==> src/shared/wdg_defines.vh <==
`ifndef WDG_DEFINES_VH
`define WDG_DEFINES_VH

// ****************************************
// register map
// ****************************************
`define WDG_CTRL_IO      8'h21
`define WDG_FLAGS_IO     8'h34
`define WDG_DATA_OFFSET  8'h20
`define WDG_CTRL_RESET   8'h00
`define WDG_FLAGS_RESET  8'h00

// ****************************************
// control fields
// ****************************************
`define WDG_CE_BIT       4
`define WDG_EN_BIT       3
`define WDG_PS_HI        2
`define WDG_PS_LO        0

// ****************************************
// reset cause fields
// ****************************************
`define WDG_SCAN_BIT     4
`define WDG_TIMEOUT_BIT  3
`define WDG_LOWSUP_BIT   2
`define WDG_PIN_BIT      1
`define WDG_POWER_BIT    0
`define WDG_COMPAT_MASK  8'h03
`define WDG_FLAGS_MASK   8'h1F

// ****************************************
// safety levels
// ****************************************
`define WDG_LEVEL0       2'h0
`define WDG_LEVEL1       2'h1
`define WDG_LEVEL2       2'h2

// ****************************************
// timing
// ****************************************
`define WDG_CE_CYCLES    3'h4
`define WDG_OSC_FREQ_HZ  1000000
`define WDG_BASE_PERIOD  16384
`define WDG_CNT_WIDTH    21

`endif

==> src/logic/wdg_top.v <==
// Summary of operation
// counter advances on the separate 1 MHz oscillator, not system clock
// watchdog-clear strobe zeroes the counter and restarts the period
// counter also cleared when disabled and on any chip reset
// selected period elapsing without clear raises a chip reset
// two fuses pick level 0, 1 or 2; level 2 starts enabled
// writing enable as one enables at once at every level
// level 0 takes new period bits on any write
// software opens the window writing change-enable and enable together
// level 1 accepts disable or period change only inside the window
// level 2 keeps the watchdog on and enable reads one
// level 2 period change needs the window; enable value ignored
// level 2 never disables, even after a full sequence
// change-enable clears itself four clocks after being written one
// enable clears only while change-enable is one
// control register at 0x21, reset 0x00, bits 4, 3, 2..0
// scan flag set by scan reset, cleared by power-on or software
// timeout flag set by watchdog reset, cleared likewise
// low supply flag set by brown-out, cleared likewise
// pin flag set by external reset, cleared likewise
// power-up flag set on power-on, cleared only by software
// in compat mode only pin and power-up flags exist
// registers reached at I/O offset or data offset plus 0x20
// expiry gives a one-clock internal reset pulse
// select 0..7 gives 16384 doubling to 2097152 oscillator cycles
// fuses are sampled once after reset and held
`timescale 1ns/1ns
`default_nettype none
`include "wdg_defines.vh"

module wdg_top #(
  parameter BASE_PERIOD = `WDG_BASE_PERIOD,
  parameter CNT_WIDTH   = `WDG_CNT_WIDTH
) (
  input  wire       clock,
  input  wire       nrst,
  input  wire       osc_clock,
  input  wire       legacy_compat_fuse,
  input  wire       watchdog_always_on_fuse,
  input  wire       power_up_src,
  input  wire       pin_reset_src,
  input  wire       low_supply_src,
  input  wire       scan_reset_src,
  input  wire       wdg_clear,
  input  wire [7:0] bus_addr,
  input  wire       bus_io,
  input  wire       bus_wr,
  input  wire       bus_rd,
  input  wire [7:0] bus_wdata,
  output reg  [7:0] bus_rdata,
  output reg        wdg_reset,
  output reg        wdg_active,
  output reg  [1:0] safety_level
);

  // ****************************************
  // address decode
  // ****************************************
  // port access uses the I/O offset, load/store adds the data offset
  function hit;
    input [7:0] addr;
    input       io;
    input [7:0] offset;
    begin
      if (io)
        hit = (addr == offset);
      else
        hit = (addr == offset + `WDG_DATA_OFFSET);
    end
  endfunction

  // ****************************************
  // declarations
  // ****************************************
  // synchronised pins, decodes and write fields
  wire [6:0] pins_sync;
  wire       osc_sync;
  wire       compat_sync;
  wire       on_sync;
  wire       por_s;
  wire       pin_s;
  wire       low_s;
  wire       scan_s;
  wire       ctrl_hit;
  wire       flag_hit;
  wire       ctrl_wr;
  wire       flag_wr;
  wire       osc_tick;
  wire       expire;
  wire       chip_reset;
  wire       counter_clear;
  wire       wr_ce;
  wire       wr_en;
  wire [2:0] wr_ps;
  wire [7:0] ctrl_view;

  // state registers
  reg        osc_prev;
  reg        fuse_taken;
  reg        compat_mode;
  reg        ce_bit;
  reg [2:0]  ce_count;
  reg        en_bit;
  reg [2:0]  period_select_field;
  reg [7:0]  flags;

  // next values and flag terms
  reg        next_ce_bit;
  reg [2:0]  next_ce_count;
  reg        next_en_bit;
  reg [2:0]  next_period;
  reg [7:0]  next_flags;
  reg [7:0]  flag_set;
  reg [7:0]  flag_keep;

  // ****************************************
  // input synchronisers
  // ****************************************
  // every pin level passes two flops before use
  wdg_sync #(
    .WIDTH (7)
  ) u_sync (
    .clock (clock),
    .d     ({osc_clock, legacy_compat_fuse,
             watchdog_always_on_fuse, power_up_src,
             pin_reset_src, low_supply_src,
             scan_reset_src}),
    .q     (pins_sync)
  );

  // split the synchronised bus back into pins
  assign osc_sync    = pins_sync[6];
  assign compat_sync = pins_sync[5];
  assign on_sync     = pins_sync[4];
  assign por_s       = pins_sync[3];
  assign pin_s       = pins_sync[2];
  assign low_s       = pins_sync[1];
  assign scan_s      = pins_sync[0];

  // ****************************************
  // oscillator edge detect
  // ****************************************
  // one tick per rising oscillator edge
  always @(posedge clock) begin
    if (!nrst)
      osc_prev <= 1'b0;
    else
      osc_prev <= osc_sync;
  end

  assign osc_tick = osc_sync & ~osc_prev;

  // ****************************************
  // fuse capture and safety level
  // ****************************************
  // fuses latched once, first cycles after release
  always @(posedge clock) begin
    if (!nrst) begin
      fuse_taken   <= 1'b0;
      compat_mode  <= 1'b0;
      safety_level <= `WDG_LEVEL1;
    end else if (!fuse_taken) begin
      fuse_taken  <= 1'b1;
      compat_mode <= compat_sync;
      if (on_sync)
        safety_level <= `WDG_LEVEL2;
      else if (compat_sync)
        safety_level <= `WDG_LEVEL0;
      else
        safety_level <= `WDG_LEVEL1;
    end
  end

  // ****************************************
  // bus strobes and write fields
  // ****************************************
  // register select, write strobes and written fields
  assign ctrl_hit = hit(bus_addr, bus_io, `WDG_CTRL_IO);
  assign flag_hit = hit(bus_addr, bus_io, `WDG_FLAGS_IO);
  assign ctrl_wr  = bus_wr & ctrl_hit;
  assign flag_wr  = bus_wr & flag_hit;
  assign wr_ce    = bus_wdata[`WDG_CE_BIT];
  assign wr_en    = bus_wdata[`WDG_EN_BIT];
  assign wr_ps    = bus_wdata[`WDG_PS_HI:`WDG_PS_LO];

  // any active source resets the chip, as does expiry
  assign chip_reset = por_s | pin_s | low_s | scan_s | wdg_reset;

  // ****************************************
  // control register next state
  // ****************************************
  // window, enable and period update rules per level
  always @* begin
    next_ce_bit   = ce_bit;
    next_ce_count = ce_count;
    next_en_bit   = en_bit;
    next_period   = period_select_field;
    // window closes itself after four clocks
    if (ce_bit) begin
      if (ce_count <= 3'h1) begin
        next_ce_bit   = 1'b0;
        next_ce_count = 3'h0;
      end else begin
        next_ce_count = ce_count - 3'h1;
      end
    end
    if (ctrl_wr) begin
      // period bits
      if (safety_level == `WDG_LEVEL0)
        next_period = wr_ps;
      else if (ce_bit)
        next_period = wr_ps;
      // enable bit
      if (wr_en)
        next_en_bit = 1'b1;
      else if (ce_bit && safety_level != `WDG_LEVEL2)
        next_en_bit = 1'b0;
      // opening write needs enable written one too
      if (wr_ce && wr_en) begin
        next_ce_bit   = 1'b1;
        next_ce_count = `WDG_CE_CYCLES;
      end else if (!wr_ce) begin
        next_ce_bit   = 1'b0;
        next_ce_count = 3'h0;
      end
    end
    // level 2 can never be off
    if (safety_level == `WDG_LEVEL2)
      next_en_bit = 1'b1;
  end

  // ****************************************
  // control register
  // ****************************************
  // chip reset restores the reset value
  always @(posedge clock) begin
    if (!nrst || chip_reset) begin
      ce_bit              <= 1'b0;
      ce_count            <= 3'h0;
      en_bit              <= 1'b0;
      period_select_field <= 3'h0;
    end else begin
      ce_bit              <= next_ce_bit;
      ce_count            <= next_ce_count;
      en_bit              <= next_en_bit;
      period_select_field <= next_period;
    end
  end

  // level 2 reads enable as one
  assign ctrl_view = {3'h0, ce_bit,
                      en_bit | (safety_level == `WDG_LEVEL2),
                      period_select_field};

  // ****************************************
  // watchdog counter
  // ****************************************
  // clear on instruction, on disable, on chip reset
  assign counter_clear = wdg_clear | chip_reset;

  wdg_counter #(
    .WIDTH (CNT_WIDTH),
    .BASE  (BASE_PERIOD)
  ) u_counter (
    .clock  (clock),
    .nrst   (nrst),
    .tick   (osc_tick),
    .clear  (counter_clear),
    .run    (ctrl_view[`WDG_EN_BIT]),
    .sel    (period_select_field),
    .expire (expire)
  );

  // ****************************************
  // reset pulse
  // ****************************************
  // exactly one clock per expiry
  always @(posedge clock) begin
    if (!nrst) begin
      wdg_reset <= 1'b0;
    end else begin
      wdg_reset <= expire & ~wdg_reset;
    end
  end

  // ****************************************
  // reset cause flags next state
  // ****************************************
  // set wins over software clear
  always @* begin
    flag_set  = 8'h00;
    flag_keep = flags;
    flag_set[`WDG_SCAN_BIT]    = scan_s;
    flag_set[`WDG_TIMEOUT_BIT] = wdg_reset;
    flag_set[`WDG_LOWSUP_BIT]  = low_s;
    flag_set[`WDG_PIN_BIT]     = pin_s;
    flag_set[`WDG_POWER_BIT]   = por_s;
    // software may only clear a flag
    if (flag_wr)
      flag_keep = flags & bus_wdata;
    // power-on clears all but its own flag
    if (por_s)
      flag_keep = flag_keep & (8'h01 << `WDG_POWER_BIT);
    next_flags = (flag_keep | flag_set) & `WDG_FLAGS_MASK;
    if (compat_mode)
      next_flags = next_flags & `WDG_COMPAT_MASK;
  end

  // ****************************************
  // reset cause register
  // ****************************************
  // only nrst clears, chip resets other than power-on leave the causes
  always @(posedge clock) begin
    if (!nrst)
      flags <= `WDG_FLAGS_RESET;
    else
      flags <= next_flags;
  end

  // ****************************************
  // read data and status outputs
  // ****************************************
  // read data valid the cycle after the strobe
  always @(posedge clock) begin
    if (!nrst) begin
      bus_rdata  <= 8'h00;
      wdg_active <= 1'b0;
    end else begin
      if (bus_rd && ctrl_hit)
        bus_rdata <= ctrl_view;
      else if (bus_rd && flag_hit)
        bus_rdata <= flags;
      else if (bus_rd)
        bus_rdata <= 8'h00;
      wdg_active <= ctrl_view[`WDG_EN_BIT];
    end
  end

endmodule

`default_nettype wire

==> src/logic/wdg_sync.v <==
`timescale 1ns/1ns
`default_nettype none

// two-stage synchroniser for pin levels, no reset on the data path
module wdg_sync #(
  parameter WIDTH = 1
) (
  input  wire             clock,
  input  wire [WIDTH-1:0] d,
  output wire [WIDTH-1:0] q
);

  reg [WIDTH-1:0] meta;
  reg [WIDTH-1:0] stable;

  // ****************************************
  // synchroniser stages
  // ****************************************
  // first stage feeds only the second
  always @(posedge clock) begin
    meta   <= d;
    stable <= meta;
  end

  assign q = stable;

endmodule

`default_nettype wire

==> src/logic/wdg_counter.v <==
`timescale 1ns/1ns
`default_nettype none

// oscillator cycle counter with selectable expiry period
module wdg_counter #(
  parameter WIDTH = 21,
  parameter BASE  = 16384
) (
  input  wire       clock,
  input  wire       nrst,
  input  wire       tick,
  input  wire       clear,
  input  wire       run,
  input  wire [2:0] sel,
  output reg        expire
);

  localparam [WIDTH-1:0] BASE_W = BASE[WIDTH-1:0];

  reg  [WIDTH-1:0] count;
  wire [WIDTH-1:0] limit;

  // period doubles per select step
  assign limit = (BASE_W << sel) - {{(WIDTH-1){1'b0}}, 1'b1};

  // ****************************************
  // count and expiry
  // ****************************************
  // clear has priority, expiry restarts the period
  always @(posedge clock) begin
    if (!nrst) begin
      count  <= {WIDTH{1'b0}};
      expire <= 1'b0;
    end else if (clear || !run) begin
      count  <= {WIDTH{1'b0}};
      expire <= 1'b0;
    end else if (tick) begin
      if (count >= limit) begin
        count  <= {WIDTH{1'b0}};
        expire <= 1'b1;
      end else begin
        count  <= count + {{(WIDTH-1){1'b0}}, 1'b1};
        expire <= 1'b0;
      end
    end else begin
      expire <= 1'b0;
    end
  end

endmodule

`default_nettype wire

==> config.mk <==
export PLATFORM = sky130hd
export DESIGN_NAME = wdg_top
export DESIGN_NICKNAME = d
export VERILOG_FILES = /design/src/logic/wdg_top.v /design/src/logic/wdg_sync.v /design/src/logic/wdg_counter.v
export VERILOG_INCLUDE_DIRS = /design/src /design/src/shared
export SDC_FILE = /design/constraint.sdc
export NUM_CORES = 1
export LEC_CHECK = 0
export ABC_AREA = 1
export ABC_CLOCK_PERIOD_IN_PS = 1800
export BUFFER_PORTS_ARGS = -buffer_cell sky130_fd_sc_hd__clkbuf_2
export CAP_MARGIN = 20
export CORE_MARGIN = 2
export CORE_UTILIZATION = 45
export DETAILED_ROUTE_END_ITERATION = 10
export GPL_TIMING_DRIVEN = 0
export PLACE_DENSITY = 0.68
export RECOVER_POWER = 50
export SYNTH_ARGS = -nofsm -noshare
export SYNTH_HDL_FRONTEND = slang
export SYNTH_SLANG_ARGS = --single-unit
==> constraint.sdc <==
create_clock -name clock -period 1.8 [get_ports clock]
set_input_delay 0.54 -clock clock [delete_from_list [all_inputs] [get_ports clock]]
set_output_delay 0.54 -clock clock [all_outputs]
set_load 0.02 [all_outputs]
==> run_results.csv <==
group,metric,value,unit
grt,grt_pass1_wl,9860,um
clock_tree,cts_tree,"built",
worst_setup_path,cp_max_fo,6,
grt,grt_use_total,17.7,%
floorplanning,start_util,45.8,%
job,drv_cap,0,
synthesis,synth_top_area_share,42.7,%
timing,period_minus_slack,1.85,ns
layout,register_area,0.00123,mm^2
layout,drive_gt1_share,29.0,%
drt,drt_iter0_markers,164,
floorplanning,fp-row-count,29,
worst_setup_path,worstSetupStartpointType,"flop",
layout,finalNetCount,474,
synthesis,netlist.top_cell.by_area,"dfxtp_1",
floorplanning,die_area,0.00701,mm^2
outcome,violations,"negative setup slack",
clock_tree,clockBufferDepth,2,
synthesis,synth_edf_count,0,
placed_design,pre_cts_slack,-0.169,ns
synthesis,synthDistinctLibCells,31,
layout,diodes,0,
synthesis,netlist_instances,381,
outcome,status,"finished with violations",
placed_design,dp.final_hpwl,4050,um
drt,wl_per_cell,11.2,um
drt,drt-total-wl,5810,um
worst_setup_path,arrival,2.13,ns
timing,hold_slack,0.286,ns
synthesis,ys_seq_area_share,42.7,%
drt,ant_nets,0,
timing,hold_violations,0,
grt,grt_overflow,0,
floorplanning,die_y,83.7,um
timing,period_share,103,%
clock_tree,clkSlewWorstSetupHoldPaths,0.08,ns
grt,grt_max_degree,13,
timing,worst_slack,-0.0451,ns
synthesis,ys_warn_count,0,
worst_setup_path,crit_required,2.09,ns
grt,antenna_found_initial,0,
clock_tree,worst_skew_pair.late_latency,0.35,ns
layout,fillers,583,
clock_tree,numCtsBuffers,9,
power,powerDensity,798,mW/mm^2
synthesis,ys.flop_type,"dfxtp_1",
placed_design,gp_congestion,0.870,
synthesis,synth_area_leaders,"dfxtp_1, nand2_1, inv_1",
timing,clock_skew,0.0114,ns
power,p_leak,1.47,nW
drt,drc_errors,0,
synthesis,synth-async-reset-ratio,0,%
clock_tree,cts_sinks,61,
worst_hold_path,hold_path_class,"primary input to flop",
power,ir_drop,0.000641,V
synthesis,synth_commonest_cells,"nand2_1, dfxtp_1, inv_1",
synthesis,post-synth-top-count-cell,"nand2_1",
drt,vias_per_cell,4.80,
drt,vias,2488,
worst_setup_path,critPathKind,"flop to flop",
timing,finalSetupViolCount,5,
floorplanning,die_width,83.7,um
clock_tree,htree_levels,3,
floorplanning,io_pins,41,
clock_tree,cts_root_buffer,"clkbuf_8",
timing,finalSetupTns,-0.218,ns
synthesis,yosys_register_bits,61,
layout,multi_input_area,0.00153,mm^2
synthesis,syn_area_per_cell,7.50,um^2
synthesis,synth_area,0.00286,mm^2
worst_setup_path,cp-end-kind,"flop",
placed_design,port_buffers,33,
floorplanning,design.core.area,0.00624,mm^2
timing,slew_viol_final,0,
power,power,2.89,mW
layout,area_delta_synth_final,26.7,%
timing,rsz0062_at_grt,"yes",
timing,fmax,0.542,GHz
drt,drtPass1Iterations,4,
grt,grt_pass1_vias,2266,
-- layout by cell type (no fill, tap or decap), types with 5 or more instances in the layout --
| cell type | Yosys | layout |
|---|---|---|
| nand2_1 | 80 | 76 |
| dfxtp_1 | 61 | 58 |
| inv_1 | 49 | 47 |
| nor2_1 | 34 | 32 |
| clkbuf_2 | 0 | 31 |
| nor2_2 | 26 | 26 |
| nand3_1 | 28 | 25 |
| a21oi_1 | 21 | 18 |
| nand2_2 | 6 | 10 |
| o21ai_0 | 11 | 10 |
| buf_4 | 3 | 9 |
| clkbuf_8 | 0 | 9 |
| nand4_1 | 8 | 8 |
| xor2_1 | 7 | 7 |
| nor2_4 | 3 | 5 |
| nor3_1 | 6 | 5 |
| xnor2_1 | 5 | 5 |
| ha_4 | 0 | 5 |
-- cells by family after synthesis --
logic type,share of synthesized area (%)
buffers and inverters,8.84
flip-flops,42.7
AND/OR/NAND/NOR,32.6
adder cells (fa/ha/maj),3.94
AO/OA/AOI/OAI,7.75
other,0.131
XOR/XNOR,3.68
multiplexers,0.350
-- where the power goes --
group | internal (mW) | switching (mW) | total [mW]
sequential | 1.38 | 0.0160 | 1.39
clock | 0.785 | 0.589 | 1.37
combinational | 0.0491 | 0.0769 | 0.126
total | 2.21 | 0.682 | 2.89
-- repair_timing --
item                                    CTS  global route
pin swaps                                 0            10
hold buffers                              0             0
setup buffers                             8             3
endpoints found under the setup margin   21            21
gates resized for setup                  29            20
cloned                                    1             0
-- cell type report --
class | instances | share of cell area, %
plain buffers | 7 | 1.93
inverters | 51 | 5.28
clock inverters | 7 | 2.69
multi-input cells | 262 | 42.2
flip-flops and latches | 61 | 34.0
well taps | 77 | 2.66
clock buffers | 9 | 3.42
repair buffers | 44 | 7.77
-- final timing paths --
check                               from                  to  slack [ns]  cells past startpoint
setup reg to reg  period_select_field[2]  u_counter.count[5]       -0.05                     12
hold reg to reg           u_sync.meta[4]         u_sync.q[4]        0.33                      0
hold / removal             pin_reset_src      u_sync.meta[2]        0.29                      1
setup / recovery  period_select_field[2]  u_counter.count[5]       -0.05                     12
-- state kept, by name, summed over array words and instances (netlist names) --
register / flops
bus_rdata: 5
ce_bit: 1
ce_count: 3
compat_mode: 1
en_bit: 1
flags: 5
fuse_taken: 1
osc_prev: 1
period_select_field: 3
safety_level: 2
u_counter.count: 21
u_counter.expire: 1
u_sync.meta: 7
u_sync.q: 7
wdg_active: 1
wdg_reset: 1
-- layer usage --
metal | GRT usage (%) | routed length [um] | up-vias
li1 | - | - | 1311
met1 | 23.0 | 2720 | 1113
met2 | 26.7 | 2640 | 55
met3 | 5.84 | 349 | 9
met4 | 7.92 | 98 | 0
met5 | 0 | 0 | -
-- worst max-delay path, cell delays in order, from the launching register on --
cell and delay [ns]:
dfxtp_4 0.42, o21ai_2 0.07, ha_1 0.31, nand2_2 0.10, nor2_4 0.05, buf_4 0.13
a21oi_4 0.12, nand3_2 0.09, nand2_2 0.09, nand2_4 0.08, buf_12 0.14, buf_12 0.12
nor2_2 0.06
-- per-stage QoR --
step | area [um^2] | instances | utilization [%]
final | 3620 | 518 | 58.1
after global routing | 3620 | 518 | 58.1
after CTS | 3560 | 518 | 57.1
after detailed placement | 3130 | 493 | 50.2
after global placement | 3130 | 493 | 50.2
after floorplan | 2870 | 383 | -
No activity file was read; power rests on OpenSTA's default activity.
